$ cat src/pkg/ssio_map.svh
// offsets, field positions and timing counts of the supply status i/o block
// assumes a 250 MHz core clock; counts are derived from that rate
`ifndef SSIO_MAP_SVH
`define SSIO_MAP_SVH

// core clock rate in kHz, so that a time in ms times this gives cycles
`define SSIO_CLK_KHZ 250000
// least width of a fault-clear pulse, in ms
`define SSIO_CLR_MIN_MS 100
// off delay of the line-present output after the ac line drops, in ms
`define SSIO_LINE_OFF_MS 20
`define SSIO_CLR_MIN_CYC (`SSIO_CLR_MIN_MS * `SSIO_CLK_KHZ)
`define SSIO_LINE_OFF_CYC (`SSIO_LINE_OFF_MS * `SSIO_CLK_KHZ)

// register byte offsets
`define SSIO_OFS_CTRL 4'h0
`define SSIO_OFS_STATUS 4'h4
`define SSIO_OFS_IRQ_STAT 4'h8
`define SSIO_OFS_IRQ_MASK 4'hc

// control fields
`define SSIO_CTRL_CLEAR 0
`define SSIO_CTRL_AUTO 1

// status fields
`define SSIO_ST_OPER 0
`define SSIO_ST_FAULT 1
`define SSIO_ST_BUS_READY 2
`define SSIO_ST_LINE 3
`define SSIO_ST_CONTACT 4
`define SSIO_ST_FAULT_NOW 5

// interrupt fields, same layout in status and mask
`define SSIO_IRQ_W 3
`define SSIO_IRQ_FAULT 0
`define SSIO_IRQ_LINE_LOST 1
`define SSIO_IRQ_CLEARED 2

// synchronised level pins of the top module
`define SSIO_PIN_N 3
`define SSIO_PIN_LINE 0
`define SSIO_PIN_FAULT 1
`define SSIO_PIN_BRAKE 2

`endif

$ cat src/pkg/ssio_pkg.sv
// types of the supply status i/o block
// assumes ssio_map.svh for all numbers
package ssio_pkg;

  typedef enum logic [2:0]
  {
    SSIO_INIT = 3'b001,
    SSIO_OPER = 3'b010,
    SSIO_FAULT = 3'b100
  } ssio_state_t;

endpackage : ssio_pkg

$ cat src/pkg/ssio_clr_if.sv
// carries the qualified fault-clear request from the pulse qualifier
// assumes both ends share the core clock
`timescale 1ns/10ps
interface ssio_clr_if;
  logic accept;
  logic level;

  modport qual (output accept, output level);
  modport user (input accept, input level);
endinterface : ssio_clr_if

$ cat src/core/ssio_status_io.sv
// supply status i/o: fault state, fault clear, status pins, contact drive
// assumes asynchronous isolated pins and an avalon-mm master on clk
//
// Behaviour
// - a qualified fault-clear pulse acts only in the fault state.
// - an accepted clear resumes operation unless the fault persists.
// - auto restart and software clear also act only in the fault state.
// - bus ready is on only when operational and no fault present.
// - a fault that opens the contact turns bus ready off.
// - line present is on while ac input above minimum is detected.
// - line present turns off about 20 ms after ac input loss.
// - fault output is on with the dc bus disabled on any fault.
// - any fault opens the ready-to-operate contact.
// - brake energy overload moves operation to fault and opens the contact.
`timescale 1ns/10ps
`include "ssio_map.svh"
module ssio_status_io
  import ssio_pkg::*;
#(
  parameter int unsigned CLR_MIN_CYC = `SSIO_CLR_MIN_CYC,
  parameter int unsigned LINE_OFF_CYC = `SSIO_LINE_OFF_CYC
)
(
  // clock and reset
  input wire logic clk,
  input wire logic srst,
  // isolated inputs
  input wire logic faultClearInput,
  input wire logic acLineDetect,
  input wire logic faultDetect,
  input wire logic brakeOverload,
  // isolated status outputs and contact
  output logic busReadyOutput,
  output logic linePresentOutput,
  output logic faultIndicatorOutput,
  output logic readyToOperateContact,
  output logic highVoltageDcBusEnable,
  // avalon-mm slave
  input wire logic [3:0] address,
  input wire logic read,
  input wire logic write,
  input wire logic [31:0] writedata,
  output logic [31:0] readdata,
  output logic waitrequest,
  // interrupt
  output logic irq
);

  ssio_clr_if clrIf ();

  ssio_pulse_qual #(
    .MIN_CYC(CLR_MIN_CYC)
  ) uQual (
    .clk(clk),
    .srst(srst),
    .pinAsync(faultClearInput),
    .clr(clrIf.qual)
  );

  // level pins: three stages, a change counts once stages 1 and 2 agree
  logic [`SSIO_PIN_N-1:0] pinRaw;
  logic [`SSIO_PIN_N-1:0] pinLvl_q;

  assign pinRaw[`SSIO_PIN_LINE] = acLineDetect;
  assign pinRaw[`SSIO_PIN_FAULT] = faultDetect;
  assign pinRaw[`SSIO_PIN_BRAKE] = brakeOverload;

  genvar gi;
  generate
    for (gi = 0; gi < `SSIO_PIN_N; gi++)
    begin : gSync
      logic [2:0] sync_q;
      logic lvl_q;
      always_ff @(posedge clk)
      begin
        if (srst)
          sync_q <= 3'h0;
        else
          sync_q <= {sync_q[1:0], pinRaw[gi]};
      end
      // one flop per loop pass, so no vector has several clocked writers
      always_ff @(posedge clk)
      begin
        if (srst)
          lvl_q <= 1'b0;
        else if (sync_q[1] == sync_q[2])
          lvl_q <= sync_q[2];
      end
      assign pinLvl_q[gi] = lvl_q;
    end
  endgenerate

  logic acLvl;
  logic brakeLvl;
  logic faultNow;

  assign acLvl = pinLvl_q[`SSIO_PIN_LINE];
  assign brakeLvl = pinLvl_q[`SSIO_PIN_BRAKE];
  assign faultNow = pinLvl_q[`SSIO_PIN_FAULT] || brakeLvl;

  // register state
  logic swClear_q;
  logic autoRestart_q;
  logic [`SSIO_IRQ_W-1:0] irqStat_q;
  logic [`SSIO_IRQ_W-1:0] irqStat_d;
  logic [`SSIO_IRQ_W-1:0] irqMask_q;
  logic [31:0] readData_q;
  logic waitReq_q;
  logic irq_q;

  // fault state machine
  ssio_state_t state_q;
  ssio_state_t state_d;
  logic anyClear;

  // clear sources are only looked at from the fault state
  assign anyClear = clrIf.accept || swClear_q || autoRestart_q;

  always_comb
  begin
    state_d = state_q;
    case (state_q)
      SSIO_INIT:
        state_d = faultNow ? SSIO_FAULT : SSIO_OPER;
      SSIO_OPER:
        if (faultNow)
          state_d = SSIO_FAULT;
      SSIO_FAULT:
        if (anyClear && !faultNow)
          state_d = SSIO_OPER;
      default:
        state_d = SSIO_INIT;
    endcase
  end

  always_ff @(posedge clk)
  begin
    if (srst)
      state_q <= SSIO_INIT;
    else
      state_q <= state_d;
  end

  // status pins and contact
  logic busReady_q;
  logic faultOut_q;
  logic contact_q;
  logic hvdcEn_q;

  always_ff @(posedge clk)
  begin
    if (srst)
    begin
      busReady_q <= 1'b0;
      faultOut_q <= 1'b0;
      contact_q <= 1'b0;
      hvdcEn_q <= 1'b0;
    end
    else
    begin
      busReady_q <= (state_q == SSIO_OPER) && !faultNow;
      faultOut_q <= (state_q == SSIO_FAULT);
      contact_q <= (state_q == SSIO_OPER);
      hvdcEn_q <= (state_q == SSIO_OPER);
    end
  end

  // line present with off delay
  logic linePresent_q;
  logic [31:0] lineCnt_q;

  always_ff @(posedge clk)
  begin
    if (srst || acLvl)
      lineCnt_q <= 32'h0;
    else if (linePresent_q)
      lineCnt_q <= lineCnt_q + 32'h1;
  end

  always_ff @(posedge clk)
  begin
    if (srst)
      linePresent_q <= 1'b0;
    else if (acLvl)
      linePresent_q <= 1'b1;
    else if (lineCnt_q == LINE_OFF_CYC - 32'h1)
      linePresent_q <= 1'b0;
  end

  // bus slave: answers one cycle after a request is seen
  logic busHit;
  logic wrCtrl;
  logic wrMask;
  logic rdIrq;

  assign busHit = (read || write) && waitReq_q;
  assign wrCtrl = busHit && write && (address == `SSIO_OFS_CTRL);
  assign wrMask = busHit && write && (address == `SSIO_OFS_IRQ_MASK);
  assign rdIrq = busHit && read && (address == `SSIO_OFS_IRQ_STAT);

  always_ff @(posedge clk)
  begin
    if (srst)
      waitReq_q <= 1'b1;
    else
      waitReq_q <= !busHit;
  end

  always_ff @(posedge clk)
  begin
    if (srst)
    begin
      swClear_q <= 1'b0;
      autoRestart_q <= 1'b0;
    end
    else
    begin
      swClear_q <= wrCtrl && writedata[`SSIO_CTRL_CLEAR];
      if (wrCtrl)
        autoRestart_q <= writedata[`SSIO_CTRL_AUTO];
    end
  end

  always_ff @(posedge clk)
  begin
    if (srst)
      irqMask_q <= '0;
    else if (wrMask)
      irqMask_q <= writedata[`SSIO_IRQ_W-1:0];
  end

  always_ff @(posedge clk)
  begin
    if (srst)
      readData_q <= 32'h0;
    else if (busHit && read)
    begin
      readData_q <= 32'h0;
      if (address == `SSIO_OFS_CTRL)
      begin
        readData_q[`SSIO_CTRL_AUTO] <= autoRestart_q;
      end
      else if (address == `SSIO_OFS_STATUS)
      begin
        readData_q[`SSIO_ST_OPER] <= (state_q == SSIO_OPER);
        readData_q[`SSIO_ST_FAULT] <= (state_q == SSIO_FAULT);
        readData_q[`SSIO_ST_BUS_READY] <= busReady_q;
        readData_q[`SSIO_ST_LINE] <= linePresent_q;
        readData_q[`SSIO_ST_CONTACT] <= contact_q;
        readData_q[`SSIO_ST_FAULT_NOW] <= faultNow;
      end
      else if (address == `SSIO_OFS_IRQ_STAT)
      begin
        readData_q[`SSIO_IRQ_W-1:0] <= irqStat_q;
      end
      else if (address == `SSIO_OFS_IRQ_MASK)
      begin
        readData_q[`SSIO_IRQ_W-1:0] <= irqMask_q;
      end
    end
  end

  // sticky events; a new event in the read cycle survives the clear
  always_comb
  begin
    irqStat_d = rdIrq ? '0 : irqStat_q;
    irqStat_d[`SSIO_IRQ_FAULT] = irqStat_d[`SSIO_IRQ_FAULT]
      || (state_q != SSIO_FAULT && state_d == SSIO_FAULT);
    irqStat_d[`SSIO_IRQ_LINE_LOST] = irqStat_d[`SSIO_IRQ_LINE_LOST]
      || (linePresent_q && !acLvl && lineCnt_q == LINE_OFF_CYC - 32'h1);
    irqStat_d[`SSIO_IRQ_CLEARED] = irqStat_d[`SSIO_IRQ_CLEARED]
      || (state_q == SSIO_FAULT && state_d == SSIO_OPER);
  end

  always_ff @(posedge clk)
  begin
    if (srst)
    begin
      irqStat_q <= '0;
      irq_q <= 1'b0;
    end
    else
    begin
      irqStat_q <= irqStat_d;
      irq_q <= |(irqStat_d & irqMask_q);
    end
  end

  assign busReadyOutput = busReady_q;
  assign linePresentOutput = linePresent_q;
  assign faultIndicatorOutput = faultOut_q;
  assign readyToOperateContact = contact_q;
  assign highVoltageDcBusEnable = hvdcEn_q;
  assign readdata = readData_q;
  assign waitrequest = waitReq_q;
  assign irq = irq_q;
endmodule : ssio_status_io

$ cat src/core/ssio_pulse_qual.sv
// synchroniser and high-time counter for the fault-clear pin
// assumes an asynchronous pin and a synchronous active-high reset
`timescale 1ns/10ps
`include "ssio_map.svh"
module ssio_pulse_qual
  import ssio_pkg::*;
#(
  parameter int unsigned MIN_CYC = `SSIO_CLR_MIN_CYC
)
(
  // clock and reset
  input wire logic clk,
  input wire logic srst,
  // isolated pin
  input wire logic pinAsync,
  // qualified request
  ssio_clr_if.qual clr
);

  logic [2:0] sync_q;
  logic level_q;
  logic [31:0] cnt_q;
  logic accept_q;

  // stage 0 feeds only stage 1
  always_ff @(posedge clk)
  begin
    if (srst)
      sync_q <= 3'h0;
    else
      sync_q <= {sync_q[1:0], pinAsync};
  end

  always_ff @(posedge clk)
  begin
    if (srst)
      level_q <= 1'b0;
    else if (sync_q[1] == sync_q[2])
      level_q <= sync_q[2];
  end

  // saturates so that one long pulse is accepted only once
  always_ff @(posedge clk)
  begin
    if (srst || !level_q)
      cnt_q <= 32'h0;
    else if (cnt_q != MIN_CYC)
      cnt_q <= cnt_q + 32'h1;
  end

  always_ff @(posedge clk)
  begin
    if (srst)
      accept_q <= 1'b0;
    else
      accept_q <= level_q && (cnt_q == MIN_CYC - 32'h1);
  end

  assign clr.accept = accept_q;
  assign clr.level = level_q;
endmodule : ssio_pulse_qual

$ cat config.mk
export PLATFORM = sky130hd
export DESIGN_NAME = ssio_status_io
export DESIGN_NICKNAME = d
export VERILOG_FILES = /design/src/pkg/ssio_pkg.sv /design/src/pkg/ssio_clr_if.sv /design/src/core/ssio_status_io.sv /design/src/core/ssio_pulse_qual.sv
export VERILOG_INCLUDE_DIRS = /design/src /design/src/pkg
export SDC_FILE = /design/constraint.sdc
export NUM_CORES = 1
export LEC_CHECK = 0
export BUFFER_PORTS_ARGS = -buffer_cell sky130_fd_sc_hd__buf_2
export CAP_MARGIN = 25
export CORE_MARGIN = 2
export CORE_UTILIZATION = 50
export CTS_CLUSTER_SIZE = 8
export DETAILED_ROUTE_END_ITERATION = 6
export GPL_TIMING_DRIVEN = 1
export PLACE_DENSITY = 0.78
export SLEW_MARGIN = 20
export SYNTH_ARGS = -nofsm -noshare
export SYNTH_HDL_FRONTEND = slang
export SYNTH_SLANG_ARGS = --single-unit
$ cat constraint.sdc
create_clock -name clk -period 2.1 [get_ports clk]
set_input_delay 0.42 -clock clk [delete_from_list [all_inputs] [get_ports clk]]
set_output_delay 0.42 -clock clk [all_outputs]
set_load 0.02 [all_outputs]
# After elaboration in Yosys (flattened, before gate mapping)
# Cells that the tools add are included.
[totals] reg_bits=104 input_bits=44 out_inout_bits=39 wordCells=86
[classes] n_addsub=2 eq_ne=16 mux=14 bitwise=1 n_reduce_logical=30
[ops] op="adder 32 x 1 -> 32 bit (second input constant)" count=2
[ops] op="equality test 32 x 23 -> 1 bit (second input constant)" count=1
[ops] op="equality test 32 x 25 -> 1 bit (second input constant)" count=1
[ops] op="inequality test 32 x 25 -> 1 bit (second input constant)" count=1
[ops] op="two-way mux 3 bit" count=8
[ops] op="logical AND 1 bit" count=14
[ops] op="logical OR 1 bit" count=9
[ops] op="one-hot mux 3 bit (3 select lines)" count=1
[ops] op="equality test 4 bit (second input constant)" count=2
[ops] op="equality test 3 x 2 -> 1 bit (second input constant)" count=2
[ops] op="equality test 3 bit (second input constant)" count=2
[ops] op="equality test 1 bit" count=4
[ops] op="equality test 4 x 3 -> 1 bit (second input constant)" count=1
[ops] op="zero test 1 bit" count=4
[ops] op="zero test 4 bit" count=1
[ops] op="two-way mux 1 bit" count=4
[ops] op="two-way mux 4 bit" count=1
[ops] op="bitwise AND 3 bit" count=1
[ops] op="equality test 3 x 1 -> 1 bit (second input constant)" count=1
[ops] op="inequality test 3 bit (second input constant)" count=1
[ops] op="OR reduction 3 bit" count=1
[ops] op="nonzero test 2 bit" count=1

# Longest topological paths before layout
[depth] depth_word=10 depth_mapped=7 ltp_nobuf=6

# By module
# Synthesis repeated with hierarchy kept, for this count alone.
[unflattened] cells_unflattened=548 area_unflattened_um2=4852.2
[by_module_without_submodules] mod="ssio_status_io" n_inst=1 cells_per_inst=331 area_each_um2=3022.9 seq_area_each_um2=1341.3
[by_module_without_submodules] mod="ssio_pulse_qual" n_inst=1 cells_per_inst=217 area_each_um2=1829.3 seq_area_each_um2=740.7

# Worst setup path after synthesis
# OpenSTA, ideal clock, no wires.
[synth_path] path_type="reg-to-reg" from="register lineCnt_q[15]" to="register linePresent_q, in the netlist linePresentOutput" setup_time_ns=0.132 arrival_time_ns=1.786 required_time_ns=1.968 setup_slack_ns=0.181 stages_incl_launch_ff=6 path_buffers=0 synth_period_minus_slack_ns=1.919 path_cell_list="dfxtp_1 -> or4b_1 -> or4_1 -> nor4_2 -> a21bo_2 -> a21oi_1"
[synth_via] elab_chain_len=2
[synth_rtl] element="from (decl)" line="ssio_status_io.sv:170" source="logic [31:0] lineCnt_q;"
[synth_rtl] element="from (signal assigned)" line="ssio_status_io.sv:177" source="lineCnt_q <= lineCnt_q + 32'h1;"
[synth_rtl] element="equality test 32 x 23 -> 1 bit" line="ssio_status_io.sv:186" source="else if (lineCnt_q == LINE_OFF_CYC - 32'h1)"
[synth_rtl] element="nonzero test 2 bit (no line)"
[synth_rtl] element="to (signal assigned)" line="ssio_status_io.sv:183" source="linePresent_q <= 1'b0;"
[synth_rtl] element="to (signal assigned)" line="ssio_status_io.sv:185" source="linePresent_q <= 1'b1;"
[synth_rtl] element="to (signal assigned)" line="ssio_status_io.sv:187" source="linePresent_q <= 1'b0;"
[synth_rtl] element="to (decl)" line="ssio_status_io.sv:169" source="logic linePresent_q;"
# No other way between the ends.
# A chain may end at the register's enable or synchronous reset.

# Worst setup path in the final report
[layout_path] from="register lineCnt_q[15]" to="register irq_q, in the netlist irq"
[layout_via] elab_chain_len=5
[layout_rtl] element="equality test 32 x 23 -> 1 bit" line="ssio_status_io.sv:270" source="|| (linePresent_q && !acLvl && lineCnt_q == LINE_OFF_CYC - 32'h1);"
[layout_rtl] element="logical AND 1 bit" line="ssio_status_io.sv:270"
[layout_rtl] element="logical OR 1 bit" line="ssio_status_io.sv:269" source="irqStat_d[`SSIO_IRQ_LINE_LOST] = irqStat_d[`SSIO_IRQ_LINE_LOST]"
[layout_rtl] element="bitwise AND 3 bit" line="ssio_status_io.sv:285" source="irq_q <= |(irqStat_d & irqMask_q);"
[layout_rtl] element="OR reduction 3 bit" line="ssio_status_io.sv:285"
[layout_rtl] element="to (signal assigned)" line="ssio_status_io.sv:285"
[layout_rtl] element="to (decl)" line="ssio_status_io.sv:109" source="logic irq_q;"
# No other way between the ends.

==> impl_metrics.yaml <==
global_routing:
  grt_usage: 0.185
  grt_pass1_vias: 3547
  antenna_found_initial: 0
  grt-ovfl-total: 0
  grt_pass1_wl_um: 15200
  grt_max_degree: 27
critical_path:
  r2r_slack_ns: 0.19
  crit_buf_inv: 0
  critPathKind: "reg2reg"
  slowest_stage: "or4_1"
  crit_chain: "or4b_1 -> or4_1 -> nor4_4 -> a22o_2 -> a21o_1"
  crit_end: "irq$_SDFF_PP0_"
  critical-path-max-stage-delay_ns: 0.53
  end_kind: "flip-flop"
  cp-start-kind: "flip-flop"
  crit_family: "simple AND/OR/NAND/NOR gates"
  worstPathMaxFanout: 2
  startpoint: "lineCnt_q[15]$_SDFFE_PP0P_"
  crit_arrival_ns: 2.23
  cp.depth: 5
  r2r_end: "irq$_SDFF_PP0_"
  critPathRequiredTime_ns: 2.42
  worstRegToRegCells: 5
  r2r-start: "lineCnt_q[15]$_SDFFE_PP0P_"
final_layout:
  design_area_mm2: 0.00510
  multi_input_area_mm2: 0.00233
  n_fill_cell: 827
  regArea_mm2: 0.00208
  layout_common_cells: "104 x dfxtp_1, 76 x nor2_1, 40 x nand2_1"
  nets: 615
  areaGrowthSynthToFinish_pct: 10.6
  n_antenna_cell: 0
  final_common_cell: "dfxtp_1"
  drive_above_1_share: 0.131
  final_core_util: 0.560
timing:
  rsz0062_at_grt: "no"
  setup_tns_ns: 0
  whs_ns: 0.251
  final.setup_skew_ns: 0.0123
  drv_slew: 0
  worstMarginPinSlew_ns: 0.522
  period_share: 0.911
  hold_viol: 0
  finalSetupViolCount: 0
  min_period_ns: 1.91
  fmax_mhz: 523
  relSlewSlack: 0.647
logic_synthesis:
  yosysSeqAreaShare: 0.451
  synth_cells: 530
  async_flop_share: 0
  ys_seq_elements: 104
  synth_ff_type: "dfxtp_1"
  synth-edff-count: 0
  yosys_warnings: 0
  synthDistinctLibCells: 45
  netlist_area_mm2: 0.00461
  synth_area_per_cell_um2: 8.70
clock_network:
  clock_latency_ns: 0.37
  postCtsHoldBufs: 0
  cts_buffers: 9
  cts_tree: "yes"
  root_buffer: "clkbuf_8"
  clk_pin_slew_worst_paths_ns: 0.11
  h-tree-depth: 3
  max-clock-path-buffers: 2
  cts_sinks: 104
floorplanning:
  dieArea_mm2: 0.0100
  die_x_um: 100
  core_mm2: 0.00911
  placement_rows: 35
  die_h_um: 100
  initial_utilization: 0.506
  pin_count: 83
run:
  drv_cap: 0
detailed_routing:
  avgRoutedWirePerCell_um: 12.8
  viasPerCell: 5.36
  routed_wl_um: 8760
  drcViolationCount: 0
  via_count: 3665
  drt-pass1-iter-count: 4
  first_iter_violations: 122
  ant_nets: 0
power_and_ir_drop:
  powerDensity_mw_per_mm2: 683
  p_total_mw: 3.48
  power.leakage_nw: 1.83
  ir_worst_vdd_mv: 0.446
run_status:
  status: "complete, no violations"
place:
  gp_congestion: 0.870
  placed_area_mm2: 0.00487
  dp_hpwl_um: 6320
  io_buffer_count: 27
hold_path:
  min-delay-path-class: "in2reg"
## state kept, by name (all words and copies together) (netlist names), 3 cells and up
register and cells:
uQual.sync_q 3, lineCnt_q 32, irqMask_q 3, readdata 6, irqStat_q 3, uQual.cnt_q 32, state_q 3, gSync.sync_q 9
## how the worst min path moves through the flow
stage | startpoint | endpoint | slack [ns] | depth (start not counted)
6_report | brakeOverload | gSync[2].sync_q[0]$_SDFF_PP0_ | 0.25 | 2
5_1_grt | brakeOverload | gSync[2].sync_q[0]$_SDFF_PP0_ | 0.25 | 2
4_1_cts | brakeOverload | gSync[2].sync_q[0]$_SDFF_PP0_ | 0.24 | 2
3_5_place_dp | uQual.sync_q[0]$_SDFF_PP0_ | uQual.sync_q[1]$_SDFF_PP0_ | 0.44 | 1
3_3_place_gp | gSync[2].sync_q[0]$_SDFF_PP0_ | gSync[2].sync_q[1]$_SDFF_PP0_ | 0.42 | 1
2_1_floorplan | gSync[0].sync_q[0]$_SDFF_PP0_ | gSync[0].sync_q[1]$_SDFF_PP0_ | 0.41 | 1
## synthesized netlist by cell type, drive strengths merged, types with 5 or more instances
| master | n | share of area |
|---|---|---|
| xor2 | 36 | 0.068 |
| buf | 30 | 0.047 |
| nand2b | 5 | 0.0068 |
| and4 | 7 | 0.013 |
| nand3 | 22 | 0.024 |
| inv | 7 | 0.0057 |
| nor2 | 76 | 0.062 |
| a21oi | 24 | 0.026 |
| clkbuf | 16 | 0.013 |
| nand2 | 40 | 0.033 |
| nor3 | 10 | 0.011 |
| nand4 | 28 | 0.038 |
| nor2b | 13 | 0.018 |
| dfxtp | 104 | 0.45 |
| and3 | 8 | 0.011 |
| nor4 | 13 | 0.022 |
| o21ai | 19 | 0.021 |
| mux2i | 6 | 0.013 |
| or3 | 15 | 0.020 |
| xnor2 | 13 | 0.025 |
## final cells by class
type,count,share of cell area
Clock buffer,9,0.0243
Clock inverter,7,0.0186
Sequential cell,104,0.408
Multi-Input combinational cell,398,0.457
Tap cell,111,0.0272
Timing Repair Buffer,48,0.0598
Inverter,7,0.00515
## power breakdown
group	switching, mW	leakage (nW)	total [mW]	internal, mW
registers	0.0200	0.840	2.01	1.99
logic	0.105	0.882	0.147	0.0412
clock network	0.736	0.111	1.32	0.588
## timing repair
item                       CTS  global route
gates resized for setup      0             1
setup endpoints to repair    0             2
buffers inserted             0             0
## through the flow
| stage | setup slack, ns | instances |
|---|---|---|
| after detailed placement | 0.0738 | 668 |
| after global placement | 0.117 | 668 |
| after CTS | 0.0491 | 684 |
| final | 0.188 | 684 |
| after global routing | 0.0137 | 684 |
| after floorplan | 0.181 | 555 |
## kinds of logic after synthesis
logic type | count (synthesis) | share of synthesized area
DFF | 104 | 0.451
AOI/OAI and AO/OA | 60 | 0.0771
other | 1 | 0.000813
buffers and inverters | 53 | 0.0657
and+or+nand+nor | 251 | 0.281
adders and majority gates | 3 | 0.00814
xor gates and xnor gates | 49 | 0.0931
muxes | 9 | 0.0228
## layer usage
metal,up-vias,part of all wire,global-route usage
li1,1862,-,-
met1,1744,0.46,0.220
met2,51,0.50,0.326
met3,8,0.030,0.0529
met4,0,0.0099,0.0527
met5,-,0,0
Note: power is estimated with default switching activity, not from simulation.
